$ cat src/gidc_pkg.sv
// Constants, types and the register map of the identity and global control bank
// How it works
// - A write-one-to-clear bit clears where the host writes a one and keeps its value where it writes a zero.
// - The identity register shows a read-only family code in 15:8, chip code in 7:4 and revision in 3:1.
// - Identity bit 0 starts the device, resets to one, and zero disables the switching function.
// - Control bit 15 resets to zero and, set in sniffer mode only, forwards bad frames to the host.
// - Control bit 13 resets to one and, when cleared, stops every generated flow control frame.
// - Control bit 12 resets to one and, when cleared, makes received flow control frames be ignored.
// - Control bit 11 resets to zero and, set, drops frames whose length field below 1500 mismatches the length.
package gidc_pkg;

    localparam int          ADDR_W          = 11;
    localparam int          DATA_W          = 16;

    localparam logic [10:0] OFS_ID          = 11'h000;
    localparam logic [10:0] OFS_CTRL1       = 11'h002;
    localparam logic [10:0] OFS_EVENTS      = 11'h0f0;

    // Arbitrary identity values
    localparam logic [7:0]  ID_FAMILY       = 8'h5a;
    localparam logic [3:0]  ID_CHIP         = 4'h7;
    localparam logic [2:0]  ID_REVISION     = 3'h2;

    localparam int          ID_FAMILY_LSB   = 8;
    localparam int          ID_CHIP_LSB     = 4;
    localparam int          ID_REV_LSB      = 1;
    localparam int          ID_START_BIT    = 0;
    localparam logic        ID_START_RESET  = 1'b1;

    localparam int          CTRL_PASS_ALL   = 15;
    localparam int          CTRL_TX_FC      = 13;
    localparam int          CTRL_RX_FC      = 12;
    localparam int          CTRL_LEN_CHECK  = 11;
    localparam logic [15:0] CTRL1_RESET     = 16'h3450;

    localparam int          EV_LEN_DROP     = 0;
    localparam int          EV_BAD_DROP     = 1;
    localparam int          EV_PAUSE_SEEN   = 2;
    localparam int          EV_W            = 3;

    localparam logic [15:0] LEN_FIELD_LIMIT = 16'h05dc;

    typedef struct packed {
        logic        start;
        logic        pass_all;
        logic        tx_fc;
        logic        rx_fc;
        logic        len_check;
    } gidc_ctrl_t;

    typedef struct packed {
        logic        bad;
        logic        pause;
        logic [15:0] len_field;
        logic [15:0] len_actual;
    } gidc_frame_t;

    function automatic logic [15:0] gidc_merge(input logic [15:0] old_v,
                                              input logic [15:0] new_v,
                                              input logic [1:0]  be);
        gidc_merge = {be[1] ? new_v[15:8] : old_v[15:8], be[0] ? new_v[7:0] : old_v[7:0]};
    endfunction : gidc_merge

endpackage : gidc_pkg

$ cat src/gidc_regs.sv
// Identity, start and global control register bank with frame gating
`timescale 1ns/1ps
module gidc_regs
    import gidc_pkg::*;
(
    input  wire logic              core_clk,
    input  wire logic              rst_n,
    input  wire logic              ce,
    input  wire logic [ADDR_W-1:0] host_addr,
    input  wire logic [1:0]        host_be,
    input  wire logic              host_wr,
    input  wire logic              host_rd,
    input  wire logic [DATA_W-1:0] host_wdata,
    output logic      [DATA_W-1:0] host_rdata,
    output logic                   host_rvalid,
    input  wire logic              sniffer_mode,
    input  wire logic              frame_done,
    input  wire gidc_frame_t       frame,
    input  wire logic              pause_req,
    output gidc_ctrl_t             ctrl,
    output logic                   frame_fwd,
    output logic                   frame_drop,
    output logic                   pause_act,
    output logic                   pause_send
);

    logic              start;
    logic [15:0]       ctrl1;
    logic [EV_W-1:0]   events;
    logic [EV_W-1:0]   ev_set;
    logic [15:0]       id_word;
    logic [15:0]       next_rdata;
    logic              wr_id;
    logic              wr_ctrl1;
    logic              wr_events;
    logic [15:0]       ev_wdata;
    logic              len_drop;
    logic              bad_drop;

    assign wr_id     = ce && host_wr && host_addr == OFS_ID;
    assign wr_ctrl1  = ce && host_wr && host_addr == OFS_CTRL1;
    assign wr_events = ce && host_wr && host_addr == OFS_EVENTS;
    assign ev_wdata  = gidc_merge(16'h0000, host_wdata, host_be);

    // Identity fields are constants, so writes cannot reach them
    assign id_word = {ID_FAMILY, ID_CHIP, ID_REVISION, start};

    always_ff @(posedge core_clk or negedge rst_n) begin
        if (!rst_n) begin
            start <= ID_START_RESET;
        end else if (wr_id && host_be[0]) begin
            start <= host_wdata[ID_START_BIT];
        end
    end

    // Whole word is storage; every bit reads back for the read-merge-write idiom
    always_ff @(posedge core_clk or negedge rst_n) begin
        if (!rst_n) begin
            ctrl1 <= CTRL1_RESET;
        end else if (wr_ctrl1) begin
            ctrl1 <= gidc_merge(ctrl1, host_wdata, host_be);
        end
    end

    // One driver for the whole struct
    assign ctrl = '{
        start:     start,
        pass_all:  ctrl1[CTRL_PASS_ALL],
        tx_fc:     ctrl1[CTRL_TX_FC],
        rx_fc:     ctrl1[CTRL_RX_FC],
        len_check: ctrl1[CTRL_LEN_CHECK]
    };

    gidc_frame_gate u_gate (
        .core_clk     (core_clk),
        .rst_n        (rst_n),
        .ce           (ce),
        .ctrl         (ctrl),
        .sniffer_mode (sniffer_mode),
        .frame_done   (frame_done),
        .frame        (frame),
        .pause_req    (pause_req),
        .frame_fwd    (frame_fwd),
        .frame_drop   (frame_drop),
        .len_drop     (len_drop),
        .bad_drop     (bad_drop),
        .pause_act    (pause_act),
        .pause_send   (pause_send)
    );

    always_comb begin
        ev_set              = '0;
        ev_set[EV_LEN_DROP]   = len_drop;
        ev_set[EV_BAD_DROP]   = bad_drop;
        ev_set[EV_PAUSE_SEEN] = pause_act;
    end

    // A new event in the clearing cycle survives the clear
    always_ff @(posedge core_clk or negedge rst_n) begin
        if (!rst_n) begin
            events <= '0;
        end else if (ce) begin
            events <= (events & ~(wr_events ? ev_wdata[EV_W-1:0] : {EV_W{1'b0}})) | ev_set;
        end
    end

    always_comb begin
        next_rdata = 16'h0000;
        unique case (host_addr)
            OFS_ID:     next_rdata = id_word;
            OFS_CTRL1:  next_rdata = ctrl1;
            OFS_EVENTS: next_rdata = {{(16-EV_W){1'b0}}, events};
            default:    next_rdata = 16'h0000;
        endcase
    end

    always_ff @(posedge core_clk or negedge rst_n) begin
        if (!rst_n) begin
            host_rdata  <= 16'h0000;
            host_rvalid <= 1'b0;
        end else if (ce) begin
            host_rvalid <= host_rd;
            if (host_rd) begin
                host_rdata <= next_rdata;
            end
        end
    end
endmodule : gidc_regs

$ cat src/gidc_frame_gate.sv
// Per-frame forward, drop and flow control decisions
`timescale 1ns/1ps
module gidc_frame_gate
    import gidc_pkg::*;
(
    input  wire logic        core_clk,
    input  wire logic        rst_n,
    input  wire logic        ce,
    input  wire gidc_ctrl_t  ctrl,
    input  wire logic        sniffer_mode,
    input  wire logic        frame_done,
    input  wire gidc_frame_t frame,
    input  wire logic        pause_req,
    output logic             frame_fwd,
    output logic             frame_drop,
    output logic             len_drop,
    output logic             bad_drop,
    output logic             pause_act,
    output logic             pause_send
);

    logic len_bad;
    logic bad_block;
    logic pause_take;

    // Only short length fields are checked; larger values are a type
    assign len_bad    = ctrl.len_check && (frame.len_field < LEN_FIELD_LIMIT)
                        && (frame.len_field != frame.len_actual);
    assign bad_block  = frame.bad && !(ctrl.pass_all && sniffer_mode);
    assign pause_take = frame.pause && ctrl.rx_fc;

    always_ff @(posedge core_clk or negedge rst_n) begin
        if (!rst_n) begin
            frame_fwd  <= 1'b0;
            frame_drop <= 1'b0;
            len_drop   <= 1'b0;
            bad_drop   <= 1'b0;
            pause_act  <= 1'b0;
        end else if (ce) begin
            frame_fwd  <= frame_done && ctrl.start && !len_bad && !bad_block && !pause_take;
            frame_drop <= frame_done && (!ctrl.start || len_bad || bad_block || pause_take);
            len_drop   <= frame_done && ctrl.start && len_bad;
            bad_drop   <= frame_done && ctrl.start && bad_block;
            pause_act  <= frame_done && ctrl.start && pause_take;
        end
    end

    always_ff @(posedge core_clk or negedge rst_n) begin
        if (!rst_n) begin
            pause_send <= 1'b0;
        end else if (ce) begin
            pause_send <= pause_req && ctrl.tx_fc && ctrl.start;
        end
    end
endmodule : gidc_frame_gate

$ cat config.mk
export PLATFORM = sky130hd
export DESIGN_NAME = gidc_regs
export DESIGN_NICKNAME = d
export VERILOG_FILES = /design/src/gidc_pkg.sv /design/src/gidc_regs.sv /design/src/gidc_frame_gate.sv
export SDC_FILE = /design/constraint.sdc
export NUM_CORES = 1
export LEC_CHECK = 0
export ABC_AREA = 1
export BUFFER_PORTS_ARGS = -buffer_cell sky130_fd_sc_hd__buf_4
export CORE_ASPECT_RATIO = 0.9
export CORE_UTILIZATION = 48
export DETAILED_ROUTE_END_ITERATION = 6
export PLACE_DENSITY = 0.85
export SKIP_LAST_GASP = 1
export SYNTH_ARGS = -nofsm -noshare
export SYNTH_HDL_FRONTEND = slang
export SYNTH_SLANG_ARGS = --single-unit
$ cat constraint.sdc
create_clock -name core_clk -period 1.2 [get_ports core_clk]
set_input_delay 0.24 -clock core_clk [delete_from_list [all_inputs] [get_ports core_clk]]
set_output_delay 0.24 -clock core_clk [all_outputs]
set_load 0.05 [all_outputs]
# [Yosys cells after proc, flatten, opt, wreduce, memory -nomap -nowiden]
# Index checks and enable logic that the tools add are counted.
[op_classes] magnitude_cmp=1 n_eq_ne=3 muxes=3 n_bitwise=3 reduce_logical=32
[ops] operator="$pmux W16 S3" n=1
[ops] operator="$logic_and A1 B1 Y1" n=20
[ops] operator="$lt A16 B11 Y1 const B" n=1
[ops] operator="$ne A16 B16 Y1" n=1
[ops] operator="$eq A11 B2 Y1 const B" n=1
[ops] operator="$eq A11 B8 Y1 const B" n=1
[ops] operator="$logic_not A11 Y1" n=1
[ops] operator="$mux W3" n=2
[ops] operator="$reduce_and A2 Y1" n=3
[ops] operator="$logic_not A1 Y1" n=5
[ops] operator="$and A3 B3 Y3" n=1
[ops] operator="$logic_or A1 B1 Y1" n=3
[ops] operator="$not A3 Y3" n=1
[ops] operator="$or A3 B3 Y3" n=1
[word_totals] ff_bits=43 input_bits=71

# [Longest topological paths before layout]
# Gate-level depths: netlist (run 1).
[logic_depth] word_depth=7 ltp_mapped=11

# [By module]
# A second synthesis (run 1) with hierarchy kept.
[unflattened] cells_unflattened=340 hier_area_um2=2413.6
[by_module_without_submodules] module="gidc_regs" n_inst=1 cells_each=208 area_per_inst_um2=1764.2 seq_area_each_um2=933.4
[by_module_without_submodules] module="gidc_frame_gate" n_inst=1 cells_each=132 area_per_inst_um2=649.4 seq_area_each_um2=150.1

# [Worst setup path after synthesis (run 1)]
# No wires, ideal clock.
[synth_timing] kind="in2reg" start="in host_addr[9]" end="reg ctrl1[11]" setup_time_ns=0.117 arrival_time_ns=1.161 required_time_ns=1.083 slack_ns=-0.078 path_stages=8 path_buffers=1 cell_sequence="nor2_2 > nand2_2 > nor2_4 > and3_4 > nand3_4 > buf_6 > o21ai_1 > inv_1"
[synth_via] elab_chain_cells=3
[synth_rtl] item="start, declared" line="gidc_regs.sv:9" source="input wire logic [ADDR_W-1:0] host_addr,"
[synth_rtl] item="$eq A11 B2 Y1" line="gidc_regs.sv:41" source="assign wr_ctrl1 = ce && host_wr && host_addr == OFS_CTRL1;"
[synth_rtl] item="$logic_and A1 B1 Y1" line="gidc_regs.sv:41"
[synth_rtl] item="$reduce_and A2 Y1 (no line)"
[synth_rtl] item="end signal, assigned" line="gidc_regs.sv:61" source="ctrl1 <= gidc_merge(ctrl1, host_wdata, host_be);"
[synth_rtl] item="end, declared" line="gidc_regs.sv:28" source="logic [15:0] ctrl1;"
# No other way between the ends.
# A chain may end at the register's enable or synchronous reset.

# [Worst setup path in the final report (run 1)]
[layout_timing] start="reg ctrl1[13]" end="out ctrl[2] in the netlist's numbering"
[layout_rtl] item="end, declared" line="gidc_regs.sv:20" source="output gidc_ctrl_t ctrl,"
# No word-level cell between the ends.

==> metrics, run 1 <==
GRT Resource Usage Total between 20% and 30%; commonest cells after routing, fill and taps aside nand2_1 (119), buf_4 (107), inv_1 (78); Final Net Count 529; core area roughly 4600 µm²; GR Util met3 under 10%; DP HPWL roughly 4500 µm; met2 Use GR about 45%; Starting Density between 50% and 60%; worst-path cell chain buf_8; final hold vios 0; number of flops mapped to enable cells by yosys 0; vias in the first global route approximately 2,400; total grt overflow 0; maximum vdd ir drop approximately 0.73 mV; worst reg2reg path endpoint u_gate.frame_drop; row cnt 23; cts bufs inserted 5; Die ar. approximately 5300 µm²; Largest stage delay, worst path 0.56 ns; Reg2Reg Setup Slack 0.07 ns; Global Route met1 Usage a little over a quarter; Clock transition at path regs around 0.08 ns; Buffers on Ports between 90 and 100; Post-synth ARST share 100%; Primary FF master, synth dfrtp_1; Slowest-stage cell, CP dfstp_2; ANT cells 0; Reg power frac between 50% and 60%; Setup WS post-layout -0.0289 ns; r2r startpoint start; antenna-violating nets left 0; Worst Path Max Fanout 2; area delta synth->final 42.1%; Max clock buf depth 2; routability congestion estimate from global placement ~0.85; first-pass GRT wire length 9810 µm; Clk Latency, worst-skew pair ~0.28 ns; Internal Power between 0.002 and 0.0025 W; Worst Setup Path Type reg -> out; Critical Path RT 0.96 ns; Post-Syn Instances 346; Ys Warns 0; run status finished with violations; total wire length 5890 µm; Critical Path Start Type flip-flop; Finished Cell Area ~3400 µm²; H-tree lvl count 2; hold path start host_wdata[10]; Rel. slew slack between 60% and 70%; Worst Hold Depth 3; Fill cells between 300 and 400; Avg Cell Area, Syn between 6 and 7 µm²; Reg2Reg Depth 6; failing checks setup timing; Worst-Margin Slew 0.520 ns; delay-heaviest family, CP flip-flops; Hold Slack approximately 0.15 ns; Switch Pwr around 0.00074 W; #FFs+latches synth 43; drt pass-1 iters 4; Post-Syn Nets between 400 and 500; largest net degree at the start of global routing 44; total number of vias ~2,400; initial antenna violation count 0; Logic pwr share 17.6%; Die Wd about 76 µm; Setup Skew slightly above 0.007 ns; GR peak layer met2; CTS tree yes; Detailed Route Iter0 Violations between 100 and 150; # clock sinks 43; Setup-failing EPs final 3; switch share roughly a quarter; Fmax achieved 814 MHz; commonest non-fill, non-tap cell in the layout nand2_1; fin crit share 102%; Power Density ~860 nW/µm²; layout cells sized above 1 a little under a third; post-synth cell types 24; Crit. End Element output port; Buf+Inv Stages, Crit Path 1; Vert. Die Dim around 69 µm; CP Data Arrival Time around 0.99 ns; root buffer cell clkbuf_8; P_leak 1.97 nW; Seq/Total Area, Yosys 45.4%; Post-DP Area between 3000 and 4000 µm²; fin. max-slew vios 0; Power Total 0.00291 W; maxcap violations 0; Vias per Instance ~4.7; worst setup path start ctrl1[13]; clock share of power between 30% and 40%; worst min-delay path category in -> reg; unrepaired setup endpoints after global routing yes; Ports 97; wire per inst ~11 µm; Min-Delay Endpoint ctrl1[10]; Final Critical Period ~1.2 ns; Syn Std Cell Area roughly 2400 µm²; DRC 0
-- worst max path at each step --
stage                to  slack, ns  cells past startpoint
6_report        ctrl[2]      -0.03                      1
3_5_place_dp   ctrl1[8]      -0.22                      8
2_1_floorplan  ctrl1[8]      -0.07                      8
4_1_cts         ctrl[2]      -0.04                      1
3_3_place_gp   ctrl1[8]      -0.18                      8
5_1_grt         ctrl[2]      -0.06                      1
-- power by group through the flow --
stage	combinational [W]	sequential [W]	clock, W
floorplan	0.000149	0.00157	0
global placement	0.000492	0.00151	0
detailed placement	0.000503	0.00151	0
CTS	0.000508	0.00149	0.000927
global route	0.000572	0.00149	0.000986
finish	0.000513	0.00149	0.000911
-- flip-flops by register name (all words and copies together) (netlist names) --
register           count
u_gate.bad_drop        1
host_rvalid            1
u_gate.pause_act       1
start                  1
events                 3
u_gate.frame_fwd       1
host_rdata            16
ctrl1                 16
u_gate.pause_send      1
u_gate.len_drop        1
u_gate.frame_drop      1
-- cell families (layout without fill, tap and decap cells) --
family | Yosys count | in the layout | share of synthesized area (%)
simple gates | 174 | 175 | 30.1
buf+inv | 87 | 198 | 15.2
flops | 43 | 43 | 45.4
compound gates | 42 | 42 | 9.34
-- routing by layer --
layer	vias to the layer above	part of all wire, %
li1	1251	-
met1	1103	44
met2	77	49
met3	6	6.0
met4	0	1.1
met5	-	0
-- repair_timing --
| action | CTS | global route |
|---|---|---|
| resized for setup | 6 | 7 |
| setup buffers | 3 | 1 |
| hold buffers | 1 | 0 |
| setup endpoints to repair | 4 | 13 |
| pin swaps | 0 | 3 |
| endpoints found under the hold margin | 37 | 0 |
| cloned | 0 | 1 |
-- cell type report --
class / instances / area (µm²) / share of cell area [%]
Sequential cell: 43 / 1080 / 32.0
Multi-Input combinational cell: 217 / 967 / 28.5
Timing Repair Buffer: 113 / 881 / 26.0
Inverter: 78 / 293 / 8.64
Clock buffer: 6 / 82.6 / 2.44
Tap cell: 62 / 77.6 / 2.29
Clock inverter: 1 / 5.00 / 0.148
-- synthesized netlist by cell type, types with 2 or more instances --
cell type	count	area (µm²)
o21ai_0	28	140
dfstp_2	6	158
inv_1	78	293
nand4_1	2	12.5
nor2_1	33	124
o21ai_1	8	40.0
o22ai_1	3	18.8
nand2_1	120	450
buf_4	5	37.5
dfrtp_1	37	926
nand3_1	11	55.1
buf_6	2	22.5
nand2_2	2	12.5
-- stage by stage --
| step | setup WS [ns] | instances | util (%) | TNS [ns] |
|---|---|---|---|---|
| detailed placement | -0.225 | 507 | 69.7 | -4.06 |
| global route | -0.0595 | 520 | 73.6 | -0.208 |
| floorplan | -0.0741 | 346 | - | -0.549 |
| CTS | -0.0351 | 518 | 72.8 | -0.0955 |
| finish | -0.0289 | 520 | 73.6 | -0.0732 |
| global placement | -0.180 | 507 | 69.7 | -2.59 |
Power figures use the tool's default switching activity.
==> run 2: changes to the inputs <==
--- a/config.mk
+++ b/config.mk
@@ -10,7 +10,8 @@
 export CORE_ASPECT_RATIO = 0.9
 export CORE_UTILIZATION = 48
 export DETAILED_ROUTE_END_ITERATION = 6
-export PLACE_DENSITY = 0.85
+export PLACE_DENSITY = 0.91
+export RECOVER_POWER = 50
 export SKIP_LAST_GASP = 1
 export SYNTH_ARGS = -nofsm -noshare
 export SYNTH_HDL_FRONTEND = slang
==> run 2 against run 1 <==
  * Sequential cell count is the same
  * Combinational power shrank 0.8%
  * Final cell count shrank 0.77%
  * Register-to-register slack is essentially flat
  * Non-clock buffer count shrank 4
  * Via count grew 0.25%
  * Count of clock-buffer cells in the layout is the same
  * Maximum frequency shrank 2.5%
  * The flow still finishes with violations (setup timing)
  * Sequential power is essentially flat
  * Design area shrank 0.74%
  * Clock power grew 19%
  * Die area is the same
==> metrics, run 2 (synthesis results as in run 1) <==
area delta synth->final 41.1%; Fmax achieved 794 MHz (-2.5%); switch share 24.6% (-0.87 points); Final Critical Period 1.26 ns (+0.0309 ns); fin cells 516 (-0.77%); Max clock buf depth 2 (unchanged); commonest cells after routing, fill and taps aside nand2_1 (120), buf_4 (99), inv_1 (77); M1 wire length 2520 µm (-2.7%); Rel. slew slack 61.4% (-3.9 points); Critical Path Start Type flip-flop; Die Wd 76.3 µm (unchanged); fin crit share 105% (+2.6 points); largest net degree at the start of global routing 44 (unchanged); fin. max-slew vios 0 (unchanged); DP HPWL 4570 µm (+1.3%); failing checks setup timing; root buffer cell clkbuf_8; Worst Setup Path Type reg -> out; Worst Hold Depth 3 (unchanged); Die ar. 5250 µm² (unchanged); vias in the first global route 2,284 (-3.5%); Reg power frac 48.3% (-2.8 points); Starting Density 51.8% (unchanged); post-layout util 73.1% (-0.54 points); Final Net Count 525 (-0.76%); Detailed Route Iter0 Violations 144 (+40%); biggest regs ctrl1: 16 flops, host_rdata: 16 flops, events: 3 flops; Ports 97 (unchanged); Crit. End Element output port; Setup-failing EPs final 4 (+1); final hold vios 0 (unchanged); Worst Path Max Fanout 3 (+1); drt pass-1 iters 4 (unchanged); DRC 0 (unchanged); DR top layer met4; Setup WS post-layout -0.0598 ns (-0.0309 ns); Buffers on Ports 96 (unchanged); Clk Latency, worst-skew pair 0.29 ns (about the same); total number of vias 2,443 (+0.25%); # clock sinks 43 (unchanged); antenna-violating nets left 0 (unchanged); delay-heaviest family, CP flip-flops; Cells after DPL 505 (-0.39%); ANT cells 0 (unchanged); Switch Pwr 0.000758 W (+2.2%); Power Density 916 nW/µm² (+6.6%); run status finished with violations; WL met2 3090 µm (+7.0%); maxcap violations 0 (unchanged); CP Data Arrival Time 1.02 ns (+0.03 ns); initial antenna violation count 0 (unchanged); routability congestion estimate from global placement 0.827 (-2.2%); Clock transition at path regs 0.08 ns (about the same); first-pass GRT wire length 9680 µm (-1.3%); Vias per Instance 4.73 (+1.0%); DR WL met3 462 µm (+31%); Worst-Margin Slew 0.578 ns (+0.0585 ns); total wire length 6150 µm (+4.3%); layout cells sized above 1 28.6% (-1.5 points); unrepaired setup endpoints after global routing yes; clock share of power 35.2% (+3.9 points); Logic pwr share 16.5% (-1.1 points); worst min-delay path category in -> reg; GRT Resource Usage Total 23.8% (+0.17 points); P_leak 1.96 nW (-0.87%); Vert. Die Dim 68.9 µm (unchanged); Largest stage delay, worst path 0.57 ns (about the same); CTS tree yes; worst-path cell chain buf_8; Setup Skew 0.00748 ns (+0.000340 ns); commonest non-fill, non-tap cell in the layout nand2_1; cts bufs inserted 5 (unchanged); Buf+Inv Stages, Crit Path 1 (unchanged); wire per inst 11.9 µm (+5.1%); Worst Setup Slack post-DPL -0.232 ns (-0.00699 ns); maximum vdd ir drop 0.605 mV (-17%); Reg2Reg Depth 7 (+1); Crit path depth 1 (unchanged); H-tree lvl count 2 (unchanged); Slowest-stage cell, CP dfstp_2; row cnt 23 (unchanged); Internal Power 0.00232 W (+7.0%); total grt overflow 0 (unchanged); Critical Path RT 0.96 ns (about the same); core area 4600 µm² (unchanged)
-- run 2: cell types whose count changed in the layout (fill, tap and decap cells not counted), moves of 2 or more --
cell	before	now
buf_4	107	99
clkbuf_1	0	2
clkbuf_4	0	2
nor2_1	31	33
nor2_2	2	0
-- run 2: power groups by stage --
stage / Sequential, W / Clock (W) / Combinational, W
2_1_floorplan: 0.00157 / 0 / 0.000149
4_1_cts: 0.00149 / 0.00109 / 0.000510
3_5_place_dp: 0.00151 / 0 / 0.000503
5_1_grt: 0.00149 / 0.00115 / 0.000563
6_report: 0.00149 / 0.00108 / 0.000509
3_3_place_gp: 0.00151 / 0 / 0.000488
-- run 2: timing repair --
item	4_1_cts	5_1_grt
setup buffers	2	0
gates resized for setup	8	4
endpoints found under the setup margin	4	14
gates cloned	0	1
pin swaps	0	2
hold buffers	1	0
endpoints found under the hold margin	37	0
-- run 2: tightest hold or removal path: stages --
cell and delay [ns]:
buf_4 0.08, o21ai_1 0.05, inv_1 0.04
-- run 2: final timing paths --
path | startpoint | to | slack (ns)
setup / recovery | ctrl1[13] | ctrl[2] | -0.06
min in group asynchronous | rst_n | host_rdata[6] | 0.51
setup reg to reg | ctrl1[11] | u_gate.frame_fwd | 0.07
hold / removal | host_wdata[12] | ctrl1[12] | 0.14
hold reg to reg | host_rvalid | host_rvalid | 0.48
max in group asynchronous | rst_n | start | 0.30
-- run 2: layer usage --
layer	vias up	track usage [%]
li1	1240	-
met1	1111	26.6
met2	83	45.4
met3	9	5.92
met4	0	8.41
met5	-	0
-- run 2: layout make-up --
| cell class | instances | area, µm² |
|---|---|---|
| Sequential cell | 43 | 1080 |
| Fill cell | 381 | 1240 |
| Clock inverter | 1 | 30.0 |
| Tap cell | 62 | 77.6 |
| Timing Repair Buffer | 109 | 848 |
| Multi-Input combinational cell | 217 | 960 |
| Clock buffer | 6 | 72.6 |
| Inverter | 78 | 293 |
-- run 2: through the flow --
step	hold WS, ns	instance area, µm²	setup TNS, ns	power (W)
floorplan	-0.0556	2390	-0.549	0.00171
global placement	0.254	3190	-2.84	0.00200
detailed placement	0.260	3190	-4.54	0.00202
CTS	0.139	3350	-0.141	0.00309
global route	0.144	3360	-0.312	0.00320
finish	0.138	3360	-0.152	0.00308
==> run 3: changes to the inputs <==
--- a/config.mk
+++ b/config.mk
@@ -6,11 +6,13 @@
 export NUM_CORES = 1
 export LEC_CHECK = 0
 export ABC_AREA = 1
-export BUFFER_PORTS_ARGS = -buffer_cell sky130_fd_sc_hd__buf_4
+export BUFFER_PORTS_ARGS = -buffer_cell sky130_fd_sc_hd__buf_2
+export CELL_PAD_IN_SITES_DETAIL_PLACEMENT = 1
+export CELL_PAD_IN_SITES_GLOBAL_PLACEMENT = 1
 export CORE_ASPECT_RATIO = 0.9
-export CORE_UTILIZATION = 48
+export CORE_UTILIZATION = 35
 export DETAILED_ROUTE_END_ITERATION = 6
-export PLACE_DENSITY = 0.91
+export PLACE_DENSITY = 0.95
 export RECOVER_POWER = 50
 export SKIP_LAST_GASP = 1
 export SYNTH_ARGS = -nofsm -noshare
==> constraint.sdc (replaced) <==
create_clock -name core_clk -period 1.5 [get_ports core_clk]
set_input_delay 0.3 -clock core_clk [delete_from_list [all_inputs] [get_ports core_clk]]
set_output_delay 0.3 -clock core_clk [all_outputs]
set_load 0.05 [all_outputs]
==> run 3 against run 2 <==
  * The run now ends clean
  * Final cell count is 5.0% higher
  * Clock skew is 0.0018 ns higher
  * Hold slack better by 0.070 ns
==> metrics, run 3 (synthesis results as in run 1) <==
Crit path depth 1 (unchanged); Vias per Instance 4.57 (-3.4%); Starting Density 36.2% (-16 points); routability congestion estimate from global placement 0.861 (+4.1%); Vert. Die Dim 80.3 µm (+17%); GRT Resource Usage Total 20.8% (-3.0 points); Clk Latency, worst-skew pair 0.30 ns (about the same); Clock transition at path regs 0.09 ns (about the same); Setup WS post-layout 0.0659 ns (+0.126 ns); worst min-delay path category in -> reg; maxcap violations 0 (unchanged); # clock sinks 43 (unchanged); wire per inst 12.7 µm (+7.0%); H-tree lvl count 2 (unchanged); Rel. slew slack 69.8% (+8.4 points); postcts setup bufs 0 (-2); worst-path cell chain buf_2; Critical Path RT 1.20 ns (+0.24 ns); vias in the first global route 2,668 (+17%); Critical Path Start Type flip-flop; Worst Path Max Fanout 4 (+1); unrepaired setup endpoints after global routing no; Die Wd 89.0 µm (+17%); P_leak 1.84 nW (-6.1%); first-pass GRT wire length 11,300 µm (+17%); Setup Skew 0.00929 ns (+0.00182 ns); cts bufs inserted 5 (unchanged); commonest cells after routing, fill and taps aside nand2_1 (120), buf_2 (94), inv_1 (78); biggest regs ctrl1: 16 flops, host_rdata: 16 flops, events: 3 flops; Buffers on Ports 96 (unchanged); Worst Setup Slack post-DPL 0.000552 ns (+0.232 ns); fin. max-slew vios 0 (unchanged); DRC 0 (unchanged); Reg2Reg Depth 7 (unchanged); Die ar. 7150 µm² (+36%); CP Data Arrival Time 1.13 ns (+0.11 ns); total wire length 6910 µm (+12%); Largest stage delay, worst path 0.57 ns (about the same); root buffer cell clkbuf_8; Buf+Inv Stages, Crit Path 1 (unchanged); Worst Hold Depth 3 (unchanged); layout cells sized above 1 26.8% (-1.9 points); total number of vias 2,478 (+1.4%); final hold vios 0 (unchanged); row cnt 28 (+22%); Crit. End Element output port; total grt overflow 0 (unchanged); fin crit share 95.6%; Max clock buf depth 2 (unchanged); initial antenna violation count 0 (unchanged); CTS tree yes; drt pass-1 iters 4 (unchanged); Setup TNS 0 ns (+0.152 ns); maximum vdd ir drop 0.331 mV (-45%); Worst-Margin Slew 0.453 ns (-0.126 ns); Detailed Route Iter0 Violations 77 (-47%); Ports 97 (unchanged); Fmax achieved ~700 MHz; run status completed; Setup-failing EPs final 0 (-4); area delta synth->final 28.3%; Final Net Count 522 (-0.57%); antenna-violating nets left 0 (unchanged); Final Critical Period 1.43 ns; Power Density 739 nW/µm² (-19%); commonest non-fill, non-tap cell in the layout nand2_1; Finished Cell Area 3060 µm² (-9.1%); Worst Setup Path Type reg -> out; delay-heaviest family, CP flip-flops; DP HPWL 5760 µm (+26%); core area 6590 µm² (+43%); ANT cells 0 (unchanged); Post-DP Area 3000 µm² (-6.2%); Slowest-stage cell, CP dfstp_2; largest net degree at the start of global routing 19 (-57%)
-- run 3: cell count changes in the layout (fill, tap and decap cells not counted), moves of 4 or more --
cell	change
buf_8	-4
o21ai_0	+7
buf_4	-96
clkbuf_1	+5
buf_2	+94
o21ai_1	-7
-- run 3: path summary, 6_finish.rpt --
check,from,end,slack [ns]
worst min register to register,host_rdata[0],host_rdata[0],0.48
max in group asynchronous,rst_n,ctrl1[13],0.26
worst max-delay path,ctrl1[12],ctrl[1],0.07
worst min-delay path,host_wdata[11],ctrl1[11],0.21
worst max register to register,ctrl1[11],u_gate.frame_fwd,0.26
min in group asynchronous,rst_n,host_rdata[6],0.45
-- run 3: metal layers --
layer	vias up	wire length [µm]	track usage [%]
met5	-	0	0
met4	0	134	5.87
met3	16	524	6.58
met2	80	3470	38.9
met1	1148	2780	22.2
li1	1234	-	-
-- run 3: final cells by class --
cell class | instances | area (µm²)
fill | 915 | 3530
multi-input combinational | 216 | 940
clock inverter | 2 | 12.5
inverter | 78 | 293
timing repair buffer | 107 | 546
tap | 90 | 113
clock buffer | 6 | 72.6
sequential | 43 | 1080
-- run 3: stage by stage --
step	cells	hold slack, ns	utilization (%)	power (W)
after floorplan	346	0.00441	-	0.00137
after global routing	542	0.217	46.4	0.00238
after detailed placement	533	0.241	45.5	0.00157
after global placement	533	0.237	45.5	0.00155
after CTS	542	0.201	46.9	0.00230
final	542	0.208	46.4	0.00226
-- run 3: power breakdown --
group	switching [W]	internal [W]
Combinational	0.000217	0.000131
Sequential	0.0000117	0.00118
Clock	0.000397	0.000326
Total	0.000626	0.00164
-- run 3: what timing repair did --
| action | CTS | global route |
|---|---|---|
| endpoints found under the setup margin | 0 | 1 |
| gates resized for setup | 0 | 1 |
| hold buffers | 1 | 0 |
| endpoints found under the hold margin | 11 | 0 |
-- run 3: worst min-delay path, delay by kind of cell --
kind | cells | cell delay, ns
buffers and inverters | 2 | 0.12
AOI/OAI and AO/OA | 1 | 0.06
